[config.mk]
export PLATFORM = sky130hd
export DESIGN_NAME = serial_sar_adc_conversion_port
export DESIGN_NICKNAME = d
export VERILOG_FILES = /design/src/logic/adc_port_pkg.sv /design/src/logic/adc_link_if.sv /design/src/logic/pin_edge_sync.sv /design/src/logic/sar_engine.sv /design/src/logic/serial_sar_adc_conversion_port.sv
export VERILOG_INCLUDE_DIRS = /design/src /design/src/logic
export SDC_FILE = /design/constraint.sdc
export NUM_CORES = 1
export LEC_CHECK = 0
export BUFFER_PORTS_ARGS = -buffer_cell sky130_fd_sc_hd__buf_2
export CORE_ASPECT_RATIO = 0.75
export CORE_MARGIN = 3
export CORE_UTILIZATION = 35
export CTS_CLUSTER_DIAMETER = 60
export CTS_CLUSTER_SIZE = 24
export DETAILED_ROUTE_END_ITERATION = 10
export PLACE_DENSITY = 0.61
export SLEW_MARGIN = 20
export SYNTH_ARGS = -nofsm -noshare
export SYNTH_HDL_FRONTEND = slang
export SYNTH_SLANG_ARGS = --single-unit
[constraint.sdc]
create_clock -name clk_sys -period 5.5 [get_ports clk_sys]
set_clock_uncertainty 0.15 [all_clocks]
set_input_delay 1.1 -clock clk_sys [delete_from_list [all_inputs] [get_ports clk_sys]]
set_output_delay 1.1 -clock clk_sys [all_outputs]
set_load 0.02 [all_outputs]
[src/logic/adc_port_map.svh]
/*
  constants of the serial SAR conversion port: frame edge numbers,
  word layout and timing counts. assumes a 10 MHz system clock.
*/
`ifndef ADC_PORT_MAP_SVH
`define ADC_PORT_MAP_SVH

`define ADC_RES_BITS        12
`define ADC_LEAD_ZEROS      3
`define ADC_FRAME_EDGES     16
`define ADC_TRACK_EDGE      14
`define ADC_MSB_EDGE        4
`define ADC_LSB_EDGE        15
`define ADC_PD_FIRST_EDGE   3
`define ADC_PD_LAST_EDGE    13
`define ADC_EDGE_W          5
`define ADC_RESTART_CYCLES  16
`define ADC_ACQ_CYCLES_FULL 3
`define ADC_CLK_PERIOD_NS   100
`define ADC_ACQ_MIN_NS      125
`define ADC_ACQ_MIN_CYC     ((`ADC_ACQ_MIN_NS + `ADC_CLK_PERIOD_NS - 1) / `ADC_CLK_PERIOD_NS)
`define ADC_ACQ_CNT_W       4

`endif

[src/logic/adc_port_pkg.sv]
/*
  types of the serial SAR conversion port: power modes and frame states.
  assumes nothing beyond a SystemVerilog compiler.
*/
package adc_port_pkg;
    typedef enum logic [2:0] {
        PWR_NORMAL  = 3'h1,
        PWR_PARTIAL = 3'h2,
        PWR_FULL    = 3'h4
    } power_mode_t;

    typedef enum logic [2:0] {
        FRAME_ACQUIRE = 3'h1,
        FRAME_CONVERT = 3'h2,
        FRAME_DRAIN   = 3'h4
    } frame_state_t;
endpackage

[src/logic/adc_link_if.sv]
/*
  carrier between the port controller, its pin synchroniser and its
  approximation engine. assumes all three run on clk_sys.
*/
`timescale 1ns/1ps
`default_nettype none
`include "adc_port_map.svh"
interface adc_link_if #(parameter int RES_BITS = `ADC_RES_BITS);
    logic                cnvLevel;
    logic                cnvFall;
    logic                cnvRise;
    logic                sclkRise;
    logic                sclkFall;
    logic                sarStart;
    logic                sarStep;
    logic                sarBit;
    logic [RES_BITS-1:0] sarTrial;
    logic [RES_BITS-1:0] sarResult;

    modport syncSide (output cnvLevel, cnvFall, cnvRise, sclkRise, sclkFall);
    modport sarSide  (input sarStart, sarStep, output sarBit, sarTrial, sarResult);
    modport ctrlSide (input cnvLevel, cnvFall, cnvRise, sclkRise, sclkFall,
                      output sarStart, sarStep, input sarBit, sarTrial, sarResult);
endinterface
`default_nettype wire

[src/logic/pin_edge_sync.sv]
/*
  two-flop synchronisers for the convert-start and serial-clock pins,
  with edge pulses taken from the settled stages only.
  assumes both pins are asynchronous to clk_sys.
*/
`timescale 1ns/1ps
`default_nettype none
module pin_edge_sync (
    input  wire logic    clk_sys,
    input  wire logic    rst,
    input  wire logic    clkEn,
    input  wire logic    cnvPin,
    input  wire logic    sclkPin,
    adc_link_if.syncSide link
);
    logic [1:0] cnvMeta;
    logic [1:0] sclkMeta;
    logic       cnvLast;
    logic       sclkLast;

    // idle high on convert-start so release from reset is no false start
    always_ff @(posedge clk_sys)
    begin
        if (rst)
        begin
            cnvMeta  <= 2'h3;
            sclkMeta <= 2'h0;
            cnvLast  <= 1'b1;
            sclkLast <= 1'b0;
        end
        else if (clkEn)
        begin
            cnvMeta  <= {cnvMeta[0], cnvPin};
            sclkMeta <= {sclkMeta[0], sclkPin};
            cnvLast  <= cnvMeta[1];
            sclkLast <= sclkMeta[1];
        end
    end

    assign link.cnvLevel = cnvMeta[1];
    assign link.cnvFall  = clkEn & cnvLast & ~cnvMeta[1];
    assign link.cnvRise  = clkEn & ~cnvLast & cnvMeta[1];
    assign link.sclkRise = clkEn & ~sclkLast & sclkMeta[1];
    assign link.sclkFall = clkEn & sclkLast & ~sclkMeta[1];
endmodule
`default_nettype wire

[src/logic/sar_engine.sv]
/*
  successive-approximation register: one bit decided per step, msb first.
  assumes the comparator answer is settled on clk_sys when a step comes.
*/
`timescale 1ns/1ps
`default_nettype none
`include "adc_port_map.svh"
module sar_engine #(
    parameter int RES_BITS = `ADC_RES_BITS
) (
    input  wire logic   clk_sys,
    input  wire logic   rst,
    input  wire logic   clkEn,
    input  wire logic   compareHigh,
    adc_link_if.sarSide link
);
    logic [RES_BITS-1:0] result;
    logic [RES_BITS-1:0] probe;

    always_ff @(posedge clk_sys)
    begin
        if (rst)
        begin
            result <= '0;
            probe  <= '0;
        end
        else if (clkEn)
        begin
            if (link.sarStart)
            begin
                result <= '0;
                probe  <= {1'b1, {(RES_BITS-1){1'b0}}};
            end
            else if (link.sarStep)
            begin
                if (compareHigh)
                    result <= result | probe;
                probe <= probe >> 1;
            end
        end
    end

    assign link.sarTrial  = result | probe;
    assign link.sarBit    = compareHigh;
    assign link.sarResult = result;
endmodule
`default_nettype wire

[src/logic/serial_sar_adc_conversion_port.sv]
/*
  conversion control and serial readout of a 12-bit SAR converter.
  assumes convert-start and serial clock arrive asynchronously from a
  serial master and are sampled by clk_sys; the comparator answer comes
  from the analog front end already settled in the clk_sys domain.
*/
`timescale 1ns/1ps
`default_nettype none
`include "adc_port_map.svh"
// Contract
// - each convert-start falling edge starts a new conversion
// - track/hold goes to hold on the convert-start falling edge
// - track/hold returns to tracking on the fourteenth rising serial-clock edge
// - after power-up track/hold tracks at once
// - device rests in acquisition from edge fourteen to next start edge
// - a conversion takes sixteen serial-clock periods
// - serial output changes only on serial-clock rising edges; the code also clears it to zero on the start edge
// - approximation steps on the external serial clock
// - full-speed acquisition lasts three serial-clock cycles
// - partial power-down exit needs sixteen restart cycles
// - each conversion yields a twelve-bit successive-approximation result
// - word is three zeros, twelve bits msb first, one trailing zero
// - early convert-start return enters partial, then full power-down
// - start low past sixteenth falling edge releases output on next edge
module serial_sar_adc_conversion_port #(
    parameter int RES_BITS       = `ADC_RES_BITS,
    parameter int RESTART_CYCLES = `ADC_RESTART_CYCLES
) (
    input  wire logic                clk_sys,
    input  wire logic                rst,
    input  wire logic                clkEn,
    input  wire logic                convertStartStrobe,
    input  wire logic                serialClock,
    input  wire logic                compareHigh,
    output logic [RES_BITS-1:0]      dacTrial,
    output logic                     trackHold,
    output logic                     dataOut,
    output logic                     dataOutEn_n,
    output logic                     partialPowerDown,
    output logic                     fullPowerDown,
    output logic                     referenceEnable,
    output logic                     resultValid,
    output logic [RES_BITS-1:0]      conversionResult,
    output logic                     acquisitionShort
);
    adc_link_if #(.RES_BITS(RES_BITS)) link ();

    adc_port_pkg::frame_state_t      frame;
    adc_port_pkg::power_mode_t       powerMode;
    logic [`ADC_EDGE_W-1:0]          edgeCount;
    logic [`ADC_EDGE_W-1:0]          nextEdge;
    logic [5:0]                      restartLeft;
    logic [`ADC_ACQ_CNT_W-1:0]       acqCount;
    logic                            driveOut;
    logic                            calibrated;
    logic                            frameRise;
    logic                            earlyReturn;
    logic                            lateReturn;

    function automatic logic edgeIn(input logic [`ADC_EDGE_W-1:0] e, input int lo, input int hi);
        edgeIn = (int'(e) >= lo) && (int'(e) <= hi);
    endfunction

    pin_edge_sync u_sync (
        .clk_sys (clk_sys),
        .rst     (rst),
        .clkEn   (clkEn),
        .cnvPin  (convertStartStrobe),
        .sclkPin (serialClock),
        .link    (link)
    );

    sar_engine #(.RES_BITS(RES_BITS)) u_sar (
        .clk_sys     (clk_sys),
        .rst         (rst),
        .clkEn       (clkEn),
        .compareHigh (compareHigh),
        .link        (link)
    );

    assign frameRise = link.sclkRise && (frame == adc_port_pkg::FRAME_CONVERT)
                       && (edgeCount < 5'(`ADC_FRAME_EDGES));
    assign nextEdge  = edgeCount + 5'h1;

    // the engine decides bit n on the same edge that shifts it out
    assign link.sarStart = link.cnvFall;
    assign link.sarStep  = frameRise && edgeIn(nextEdge, `ADC_MSB_EDGE, `ADC_LSB_EDGE);
    assign dacTrial      = link.sarTrial;

    // frame sequencing
    always_ff @(posedge clk_sys)
    begin
        if (rst)
            frame <= adc_port_pkg::FRAME_ACQUIRE;
        else if (clkEn)
        begin
            if (link.cnvFall)
                frame <= adc_port_pkg::FRAME_CONVERT;
            else
            begin
                unique case (frame)
                    adc_port_pkg::FRAME_ACQUIRE:
                        frame <= adc_port_pkg::FRAME_ACQUIRE;
                    adc_port_pkg::FRAME_CONVERT:
                        if (link.sclkFall && edgeCount == 5'(`ADC_FRAME_EDGES))
                            frame <= link.cnvLevel ? adc_port_pkg::FRAME_ACQUIRE
                                                   : adc_port_pkg::FRAME_DRAIN;
                    adc_port_pkg::FRAME_DRAIN:
                        if (link.sclkRise || link.cnvRise)
                            frame <= adc_port_pkg::FRAME_ACQUIRE;
                    default:
                        frame <= adc_port_pkg::FRAME_ACQUIRE;
                endcase
            end
        end
    end

    // rising serial-clock edges since the start edge; saturates at the frame length
    always_ff @(posedge clk_sys)
    begin
        if (rst)
            edgeCount <= '0;
        else if (clkEn)
        begin
            if (link.cnvFall)
                edgeCount <= '0;
            else if (frameRise)
                edgeCount <= nextEdge;
        end
    end

    // track/hold control
    always_ff @(posedge clk_sys)
    begin
        if (rst)
            trackHold <= 1'b1;
        else if (clkEn)
        begin
            if (link.cnvFall)
                trackHold <= 1'b0;
            else if (frameRise && nextEdge == 5'(`ADC_TRACK_EDGE))
                trackHold <= 1'b1;
        end
    end

    // serial output word: leading zeros, result msb first, trailing zero
    always_ff @(posedge clk_sys)
    begin
        if (rst)
            dataOut <= 1'b0;
        else if (clkEn)
        begin
            if (link.cnvFall)
                dataOut <= 1'b0;
            else if (frameRise)
                dataOut <= link.sarStep ? link.sarBit : 1'b0;
        end
    end

    // output driver: on at the start edge, off after an overrun frame
    always_ff @(posedge clk_sys)
    begin
        if (rst)
            driveOut <= 1'b0;
        else if (clkEn)
        begin
            if (link.cnvFall)
                driveOut <= 1'b1;
            else if (frame == adc_port_pkg::FRAME_DRAIN && (link.sclkRise || link.cnvRise))
                driveOut <= 1'b0;
        end
    end
    assign dataOutEn_n = ~driveOut;

    // result capture; the first frame after reset only calibrates
    always_ff @(posedge clk_sys)
    begin
        if (rst)
        begin
            conversionResult <= '0;
            resultValid      <= 1'b0;
            calibrated       <= 1'b0;
        end
        else if (clkEn)
        begin
            if (link.cnvFall)
                resultValid <= 1'b0;
            else if (frameRise && nextEdge == 5'(`ADC_FRAME_EDGES))
            begin
                conversionResult <= link.sarResult;
                resultValid      <= calibrated && restartLeft == '0
                                    && powerMode == adc_port_pkg::PWR_NORMAL;
                calibrated       <= 1'b1;
            end
        end
    end

    // convert-start return position decides the power mode
    assign earlyReturn = link.cnvRise && frame == adc_port_pkg::FRAME_CONVERT
                         && edgeIn(edgeCount, `ADC_PD_FIRST_EDGE, `ADC_PD_LAST_EDGE);
    assign lateReturn  = link.cnvRise && frame != adc_port_pkg::FRAME_ACQUIRE
                         && edgeCount >= 5'(`ADC_TRACK_EDGE);

    always_ff @(posedge clk_sys)
    begin
        if (rst)
            powerMode <= adc_port_pkg::PWR_NORMAL;
        else if (clkEn)
        begin
            if (earlyReturn)
            begin
                unique case (powerMode)
                    adc_port_pkg::PWR_NORMAL:  powerMode <= adc_port_pkg::PWR_PARTIAL;
                    adc_port_pkg::PWR_PARTIAL: powerMode <= adc_port_pkg::PWR_FULL;
                    adc_port_pkg::PWR_FULL:    powerMode <= adc_port_pkg::PWR_FULL;
                    default:                   powerMode <= adc_port_pkg::PWR_NORMAL;
                endcase
            end
            else if (lateReturn)
                powerMode <= adc_port_pkg::PWR_NORMAL;
        end
    end
    assign partialPowerDown = powerMode == adc_port_pkg::PWR_PARTIAL;
    assign fullPowerDown    = powerMode == adc_port_pkg::PWR_FULL;
    assign referenceEnable  = powerMode != adc_port_pkg::PWR_FULL;

    // wake-up restart window; results stay flagged invalid until it runs out
    always_ff @(posedge clk_sys)
    begin
        if (rst)
            restartLeft <= '0;
        else if (clkEn)
        begin
            if (lateReturn && powerMode != adc_port_pkg::PWR_NORMAL)
                restartLeft <= 6'(RESTART_CYCLES);
            else if (link.sclkRise && restartLeft != '0)
                restartLeft <= restartLeft - 6'h1;
        end
    end

    // flags a start edge that came while tracking and cut the tracking time below the minimum;
    // the master owns this timing, the flag only makes a breach visible
    always_ff @(posedge clk_sys)
    begin
        if (rst)
        begin
            acqCount         <= '0;
            acquisitionShort <= 1'b0;
        end
        else if (clkEn)
        begin
            if (link.cnvFall)
            begin
                acquisitionShort <= trackHold && acqCount < 4'(`ADC_ACQ_MIN_CYC);
                acqCount         <= '0;
            end
            else if (trackHold && acqCount != '1)
                acqCount <= acqCount + 4'h1;
        end
    end
endmodule
`default_nettype wire

==> run_results.csv, run 1 <==
group,metric,value,unit
status,result_of_the_run,"finished, final reports clean",
cts,path_clk_slew,0.06,ns
synth,synth_enable_flop_cells,0,
hold_path,hp-class,"reg2reg",
cts,cts_post_setup_buffers_inserted,0,
cts,htreeDepth,3,
route,route.antenna.remaining_nets,0,
power,cellPowerDensity,316,nW/um2
synth,netlist.area_leader.share,45.8,%
cts,hold_buffers,0,
flow_run,max_cap_viol_count,0,
floorplan,row_count,28,
synth,synth_fp_nets,357,
cts,cts_tree,"done",
cells_and_area,fin_cells,484,
placed_design,numPlacedInstances,468,
route,routed_wirelength,6530,um
placed_design,detailedPlacementHpwl,4610,um
cts,clkSinkCount,69,
power,intPower,869,uW
timing,finalHoldViolCount,0,
floorplan,io-pin-count,38,
grt,antenna_found_initial,0,
timing,final-max-slew-violation-count,0,
setup_path,endpoint_kind,"register",
floorplan,effective_utilization_at_floorplan,37.1,%
synth,synth.yosys.warnings,0,
route,drt_drc_violations_left,0,
cts,worstSkewPairLatency,0.33,ns
timing,rsz0062_at_grt,"false",
synth,sequential_fraction_of_the_synthesis_area,45.8,%
timing,fmax,328,MHz
power,pwr-share-comb,2.7,%
timing,slew_headroom,51.2,%
cts,cts_made_buffers,9,
synth,postSynthRegisterBits,69,
route,drt_pre_antenna_iters,4,
synth,ys_async_sr_fraction,0,%
placed_design,placement.io_buffers,37,
grt,grt_pass1_vias,2175,
cells_and_area,area_growth,17.5,%
synth,synth_cell_type_count,51,
floorplan,fp.dieH,86.4,um
grt,gr-total-overflow,0,
cts,clk_path_buf_depth,2,
power,vdd_drop_max,0.252,mV
floorplan,floorplan.core_area,8130,um2
cells_and_area,post_route_cells_drive_above_1_share,19.3,%
route,vias_per_cell,5.02,
power,power_frac_seq,45.3,%
synth,post_synth_most_frequent_cells,"dfxtp_1 (69), nand2_1 (52), nor2_1 (28), a21oi_1 (20)",
power,p_switching,250,uW
synth,synth.most_common_cell,"dfxtp_1",
cts,cts.root.buffer_cell,"clkbuf_16",
setup_path,worst_ep_arrival_time,3.18,ns
setup_path,worstSetupStartpointType,"input port",
timing,worst_hold_margin,0.299,ns
timing,report.final.setup_viol,0,
route,routed_wire_length_per_instance,13.5,um
grt,pin_count_of_the_biggest_net_entering_global_routing,31,
power,power.total,1.12,mW
timing,setup_total_negative_slack,0,ns
setup_path,worstReg2RegStart,"frame[1]",
setup_path,criticalPathCategory,"in2reg",
timing,post-route-min-period,3.05,ns
timing,period_share,55.4,%
route,initialDrtViolationCount,156,
power,share_clk_of_total_power,52.0,%
setup_path,crit_required,5.63,ns
setup_path,worstSetupStartpoint,"clkEn",
power,switching_share,22.3,%
grt,gr-usage-all-layers,13.9,%
power,total_leakage_power,1.47,nW
synth,syn_avg_cell_area,8.76,um2
synth,ys_dominant_reg_cell,"dfxtp_1",
placed_design,routabilityCongestion,0.774,
hold_path,hold_path.startpoint,"conversionResult[2]",
floorplan,die_area,9770,um2
setup_path,critical_path.max_fanout,24,
synth,netlist.top_cell.by_area,"dfxtp_1",
floorplan,dieWidth,113,um
synth,synthCells,344,
cells_and_area,fill_cells,823,
synth,syn_area,3010,um2
route,num_vias,2431,
cts,cts_repair_resize_count,0,
cells_and_area,antenna-diode-count,0,
cells_and_area,final_net_count,387,
timing,worst_pin_slew,0.729,ns
grt,first_pass_grt_wire_length,10800,um
synth,synth_top_cells_by_area,"dfxtp_1 (46%), nand2_1 (6.5%), a22o_1 (3.8%), nor2_1 (3.5%), a21oi_1 (3.3%)",
critical path, stage by stage:
cell and delay (ns):
buf_2 0.32, nand3b_1 0.25, nor2_4 0.32, and3_1 0.64, and3_4 0.39, a22o_1 0.15
cell usage in the layout (no fill, tap or decap), drive strengths merged, types with 3 or more instances in the layout:
cell / instances
nor3: 3
a21oi: 20
a22o: 13
xnor2: 4
xor2: 7
nor2b: 7
dfxtp: 69
mux2i: 9
and3: 6
buf: 38
or2: 13
clkbuf: 9
o21ai: 17
nand3b: 5
nand2b: 3
nor2: 29
inv: 12
nor3b: 3
clkinv: 3
ha: 7
nand2: 52
a31oi: 3
nand3: 17
through the flow:
step                      utilization (%)  worst slack [ns]  cell area (um2)
after floorplan                         -              3.01             3010
after global placement               39.8              2.20             3240
after detailed placement             39.8              2.13             3240
after CTS                            43.6              2.47             3540
after global routing                 43.6              2.21             3540
final                                43.6              2.45             3540
logic make-up (layout without fill, tap and decap cells):
kind of cell             after synthesis  count (layout)  share of synthesized area [%]
AO/OA/AOI/OAI                         69              69                           15.1
multiplexers                           9               9                           2.99
flip-flops                            69              69                           45.8
buffers and inverters                 28              63                           4.48
adder cells (fa/ha/maj)                7               7                           2.91
XOR/XNOR                              11              11                           3.20
AND/OR/NAND/NOR                      151             151                           25.5
per-layer routing:
layer	global-route usage, %	vias to the layer above	share of wire (%)
li1	-	1264	-
met5	0	-	0
met2	19.1	32	42
met4	4.91	0	0.87
met3	4.47	6	3.4
met1	20.3	1129	54
layout make-up:
cell class	instances	area (um2)	area share (%)
clock inverter	7	78.8	2.23
clock buffer	9	225	6.36
inverter	9	33.8	0.954
timing repair buffer	38	193	5.44
sequential	69	1380	39.0
tap	105	131	3.71
multi-input combinational	247	1500	42.3
registers in the layout (all words and copies together), names as in the netlist, 2 cells and up:
register / count
u_sync.cnvMeta: 2
frame: 3
restartLeft: 6
edgeCount: 5
u_sar.link.sarResult: 12
u_sar.probe: 12
acqCount: 4
conversionResult: 12
powerMode: 3
u_sync.sclkMeta: 2
power groups by stage:
stage / Sequential, mW / Combinational [mW] / Clock (mW)
floorplan: 0.518 / 0.0219 / 0
CTS: 0.507 / 0.0305 / 0.597
finish: 0.507 / 0.0303 / 0.582
global placement: 0.518 / 0.0300 / 0
detailed placement: 0.518 / 0.0304 / 0
global route: 0.508 / 0.0341 / 0.617
path summary, 6_finish.rpt:
path / cells past startpoint / slack (ns) / to
setup / recovery: 6 / 2.45 / u_sar.link.sarResult[1]
hold reg to reg: 2 / 0.30 / conversionResult[2]
setup reg to reg: 5 / 2.90 / u_sar.link.sarResult[1]
hold / removal: 2 / 0.30 / conversionResult[2]
Power figures use the tool's default switching activity.
==> run 2, diff against run 1 <==
- ABC_AREA: not set -> 1
- PLACE_DENSITY: 0.61 -> 0.6
- clock period: 5.5 -> 3 ns (I/O delays scaled with it)
==> run 2 against run 1 <==
  * Design area is 11% higher
  * Global-route usage is 1.4 points higher
  * Via count up 25%
  * Sequential share of layout area fell by 3.8 points
  * Non-clock buffer count is 3 higher
  * Sequential power increased by 85%
  * Flip-flop and latch count did not move
  * First-iteration DRC count up 28%
  * Critical path type is now reg2reg
==> run_results.csv, run 2 <==
group,metric,value,unit
status,result_of_the_run,"finished, final reports clean",
timing,slew_headroom,42.7,%
route,initialDrtViolationCount,199,
cells_and_area,most-common-layout-cells,"nand2_1 (99), dfxtp_1 (69), a21oi_1 (46)",
synth,ys_async_sr_fraction,0,%
cells_and_area,area_growth,17.1,%
flow_run,max_cap_viol_count,0,
cells_and_area,fin_cells,626,
placed_design,routabilityCongestion,0.825,
setup_path,crit_required,3.07,ns
grt,grt_pass1_vias,2753,
route,num_vias,3046,
synth,synth.most_common_cell,"nand2_1",
placed_design,placement.io_buffers,37,
synth,sequential_fraction_of_the_synthesis_area,41.2,%
timing,post-route-min-period,2.30,ns
cts,cts.root.buffer_cell,"clkbuf_16",
synth,synth_cell_type_count,30,
cells_and_area,fill_cells,928,
setup_path,criticalPathCategory,"reg2reg",
setup_path,worst_ep_arrival_time,2.36,ns
cells_and_area,mostFrequentLayoutCell,"nand2_1",
placed_design,area_after_detailed_placement,3610,um2
timing,report.final.setup_viol,0,
synth,synthCells,460,
floorplan,effective_utilization_at_floorplan,36.4,%
floorplan,row_count,30,
synth,postSynthRegisterBits,69,
hold_path,hp-class,"reg2reg",
synth,synth_fp_nets,473,
cts,clk_path_buf_depth,2,
synth,synth.yosys.warnings,0,
floorplan,dieWidth,119,um
timing,period_share,76.5,%
timing,finalHoldViolCount,0,
grt,gr-total-overflow,0,
timing,setup_total_negative_slack,0,ns
route,routed_wire_length_per_instance,12.8,um
cells_and_area,antenna-diode-count,0,
timing,worst_hold_margin,0.310,ns
cells_and_area,final_net_count,506,
grt,antenna_found_initial,0,
cts,hold_buffers,0,
synth,syn_area,3350,um2
floorplan,die_area,10800,um2
synth,netlist.area_leader.share,41.2,%
route,routed_wirelength,8020,um
placed_design,detailedPlacementHpwl,5570,um
setup_path,critical_path.max_fanout,14,
setup_path,worstSetupStartpointType,"register",
cts,cts_repair_resize_count,0,
power,vdd_drop_max,0.245,mV
route,route.antenna.remaining_nets,0,
synth,post_synth_most_frequent_cells,"nand2_1 (99), dfxtp_1 (69), a21oi_1 (46), nor2_1 (43), inv_1 (41)",
synth,syn_avg_cell_area,7.28,um2
cts,worstSkewPairLatency,0.33,ns
cts,cts_post_setup_buffers_inserted,0,
cells_and_area,final_area,3920,um2
cts,cts_made_buffers,9,
cts,htreeDepth,3,
timing,worst_pin_slew,0.858,ns
power,cellPowerDensity,544,nW/um2
floorplan,io-pin-count,38,
cts,clkSinkCount,69,
cts,cts_tree,"done",
grt,pin_count_of_the_biggest_net_entering_global_routing,34,
grt,first_pass_grt_wire_length,13500,um
cts,path_clk_slew,0.05,ns
timing,fmax,435,MHz
setup_path,endpoint_kind,"register",
timing,rsz0062_at_grt,"false",
power,power.total,2.13,mW
synth,netlist.top_cell.by_area,"dfxtp_1",
route,drt_pre_antenna_iters,4,
floorplan,fp.dieH,90.7,um
timing,final-max-slew-violation-count,0,
power,total_leakage_power,1.79,nW
floorplan,floorplan.core_area,9200,um2
route,drt_drc_violations_left,0,
synth,synth_enable_flop_cells,0,
route,vias_per_cell,4.87,
synth,ys_dominant_reg_cell,"dfxtp_1",
grt,gr-usage-all-layers,15.3,%
placed_design,numPlacedInstances,610,
cells_and_area,post_route_cells_drive_above_1_share,21.3,%
synth,synth_top_cells_by_area,"dfxtp_1 (41%), nand2_1 (11%), a21oi_1 (6.9%), nand3_1 (5.4%), nor2_1 (4.8%)",
-- run 2: per-layer routing --
layer  GRT usage (%)  wire (um)  vias up
li1                -          -     1567
met2            22.5       3420       50
met1            21.4       4150     1420
met4            5.21        111        0
met3            4.51        342        9
met5               0          0        -
-- run 2: cell type report --
cell class	count	area, um2	share of cell area, %
clock buffers	13	270	6.89
clock inverters	3	42.5	1.08
inverters	50	188	4.78
multi-input cells	322	1670	42.5
flip-flops and latches	69	1380	35.2
well taps	128	160	4.08
repair buffers	41	215	5.48
-- run 2: through the flow --
stage,setup WS [ns],util [%]
after floorplan,1.13,-
after global placement,0.667,39.3
after detailed placement,0.626,39.3
after CTS,0.711,42.7
after global routing,0.493,42.7
final,0.704,42.7
-- run 2: logic make-up after synthesis --
kind of cell    share of synthesized area [%]
flops                                    41.2
compound gates                           9.71
buf+inv                                  9.04
fa+ha+maj                                2.61
simple gates                             36.6
xor+xnor                                0.784
-- run 2: worst max-delay path, cell delays in order, from the launching register on --
cell and delay (ns):
dfxtp_1 0.50, ha_1 0.29, nand3_1 0.16, xor2_1 0.33, nand3_2 0.40, nor3_1 0.28, nor2_1 0.07
-- run 2: worst paths after layout --
check,startpoint,to,slack [ns],cells after the start
max,edgeCount[1],conversionResult[11],0.70,6
max reg2reg,edgeCount[1],conversionResult[11],0.70,6
min,restartLeft[0],restartLeft[0],0.31,2
min reg2reg,restartLeft[0],restartLeft[0],0.31,2
-- run 2: report_power, final --
group	leakage, nW	internal, mW	switching [mW]
clock	0.152	0.710	0.395
sequential	0.558	0.928	0.0101
combinational	1.08	0.0243	0.0655
total	1.79	1.66	0.470
==> run 3, diff against run 2 <==
- PLACE_DENSITY: 0.6 -> 0.62
- clock period: 3 -> 1.87 ns (I/O delays scaled with it)
==> run 3 against run 2 <==
  * Fmax is 26% higher
  * Core utilization grew 4.4 points
  * Register-to-register slack lost 0.65 ns
  * Critical path depth increased by 3
  * Design area is 10% higher
  * Flip-flop and latch count unchanged
  * Non-clock buffer count grew 33
  * Cell count rose by 5.3%
  * First-iteration DRC count grew 5.0%
  * Clock-buffer cell count shrank 1
  * Routed wire length rose by 11%
  * Total power increased by 60%
  * Largest cell class unchanged
  * Largest power group unchanged
==> run_results.csv, run 3 (synthesis gave the netlist of run 2 again) <==
group,metric,value,unit
cells_and_area,fill_cells,906,
grt,grt_pass1_vias,3046,
cells_and_area,antenna-diode-count,0,
timing,rsz0062_at_grt,"true",
power,intPower,2.68,mW
hold_path,hp-class,"in2reg",
cts,cts_made_buffers,9,
floorplan,row_count,30,
grt,gr-usage-all-layers,16.8,%
placed_design,routabilityCongestion,0.876,
route,num_vias,3224,
power,vdd_drop_max,0.379,mV
cts,hold_buffers,0,
cells_and_area,mostFrequentLayoutCell,"nand2_1",
setup_path,critical_path.max_fanout,5,
floorplan,die_area,10800,um2
route,wl_met2,4110,um
status,result_of_the_run,"finished, final reports clean",
cts,cts.root.buffer_cell,"clkbuf_16",
cells_and_area,most-common-layout-cells,"nand2_1 (94), dfxtp_1 (64), nor2_1 (41)",
power,total_leakage_power,1.99,nW
timing,worst_pin_slew,0.322,ns
floorplan,floorplan.core_area,9200,um2
cts,clk_path_buf_depth,2,
route,drt_pre_antenna_iters,4,
timing,slew_headroom,78.5,%
setup_path,worstSetupStartpointType,"register",
power,share_clk_of_total_power,51.1,%
timing,period_share,97.4,%
placed_design,placement.io_buffers,37,
route,drt-met1-wl,4220,um
cells_and_area,post_route_cells_drive_above_1_share,31.6,%
placed_design,numPlacedInstances,637,
route,routed_wire_length_per_instance,13.6,um
power,cellPowerDensity,790,nW/um2
route,drt_drc_violations_left,0,
cells_and_area,final_net_count,539,
route,initialDrtViolationCount,209,
cts,worstSkewPairLatency,0.33,ns
cells_and_area,final-seq-area,1390,um2
setup_path,crit_required,1.98,ns
cells_and_area,area_growth,29.3,%
grt,first_pass_grt_wire_length,14600,um
setup_path,criticalPathCategory,"reg2reg",
route,vias_per_cell,4.89,
power,p_switching,745,uW
cts,cts_tree,"done",
cts,clkSinkCount,69,
floorplan,dieWidth,119,um
timing,finalHoldViolCount,0,
timing,final-max-slew-violation-count,0,
grt,pin_count_of_the_biggest_net_entering_global_routing,29,
flow_run,max_cap_viol_count,0,
power,switching_share,21.8,%
cells_and_area,fin_cells,659,
cells_and_area,multi_input_comb_area,1780,um2
cts,htreeDepth,3,
cts,path_clk_slew,0.05,ns
timing,worst_hold_margin,0.117,ns
floorplan,fp.dieH,90.7,um
timing,report.final.setup_viol,0,
placed_design,detailedPlacementHpwl,6330,um
power,pwr-share-comb,5.0,%
floorplan,io-pin-count,38,
route,routed_wirelength,8940,um
setup_path,worst_ep_arrival_time,1.93,ns
route,route.antenna.remaining_nets,0,
timing,post-route-min-period,1.82,ns
setup_path,endpoint_kind,"register",
route,dr_wl_met3,492,um
power,power_frac_seq,43.9,%
grt,gr-total-overflow,0,
cells_and_area,final_core_util,47.1,%
route,maxUsedRoutingLayer,"met4",
floorplan,effective_utilization_at_floorplan,36.4,%
timing,fmax,549,MHz
grt,antenna_found_initial,0,
run 3: cell count changes in the layout (fill, tap and decap cells not counted), sizes merged:
cell,before,now
clkinvlp,1,0
buf,41,74
clkbuf,13,12
clkinv,1,3
run 3: cell type report:
type | instances | area share, %
multi-input combinational | 322 | 41.1
sequential | 69 | 32.1
timing repair buffer | 74 | 11.5
clock buffer | 12 | 6.15
inverter | 50 | 4.39
tap | 128 | 3.70
clock inverter | 4 | 1.04
run 3: final timing paths:
kind,start,end,slack (ns),cells past startpoint
setup / recovery,edgeCount[1],u_sar.probe[10],0.05,9
hold / removal,convertStartStrobe,u_sync.cnvMeta[0],0.12,3
setup reg to reg,edgeCount[1],u_sar.probe[10],0.05,9
hold reg to reg,u_sync.cnvMeta[0],u_sync.cnvMeta[0],0.31,2
run 3: repair_timing:
| item | 4_1_cts | 5_1_grt |
|---|---|---|
| pin swaps | 1 | 17 |
| endpoints found under the hold margin | 0 | 0 |
| gates resized for setup | 1 | 41 |
| endpoints found under the setup margin | 4 | 43 |
| buffers inserted | 0 | 5 |
| gates cloned | 0 | 1 |
run 3: critical path, cell delays in order (launching register included):
cell and delay, ns:
dfxtp_4 0.36, ha_4 0.18, nand3_4 0.10, nand4_1 0.21, nor2_4 0.17, nand2_2 0.09, nor2_4 0.18, buf_6 0.14
nand2_1 0.05, a21oi_1 0.13
run 3: per-layer routing:
| layer | vias up | global-route usage [%] |
|---|---|---|
| li1 | 1634 | - |
| met1 | 1513 | 21.7 |
| met2 | 68 | 26.2 |
| met3 | 9 | 5.26 |
| met4 | 0 | 6.08 |
| met5 | - | 0 |
run 3: power by group through the flow:
stage | clock network (mW) | logic, mW | registers (mW)
3_5_place_dp | 0 | 0.168 | 1.54
6_report | 1.75 | 0.172 | 1.50
2_1_floorplan | 0 | 0.101 | 1.54
5_1_grt | 1.85 | 0.191 | 1.50
3_3_place_gp | 0 | 0.166 | 1.54
4_1_cts | 1.79 | 0.169 | 1.50
run 3: through the flow:
stage	setup TNS, ns	total power [mW]	setup slack [ns]	area, um2
finish	0	3.42	0.0492	4330
global route	-0.216	3.54	-0.0603	4330
CTS	-0.00850	3.46	-0.00850	4160
detailed placement	-0.00791	1.71	-0.00587	3840
global placement	0	1.70	0.0784	3840
floorplan	0	1.64	0.0683	3350
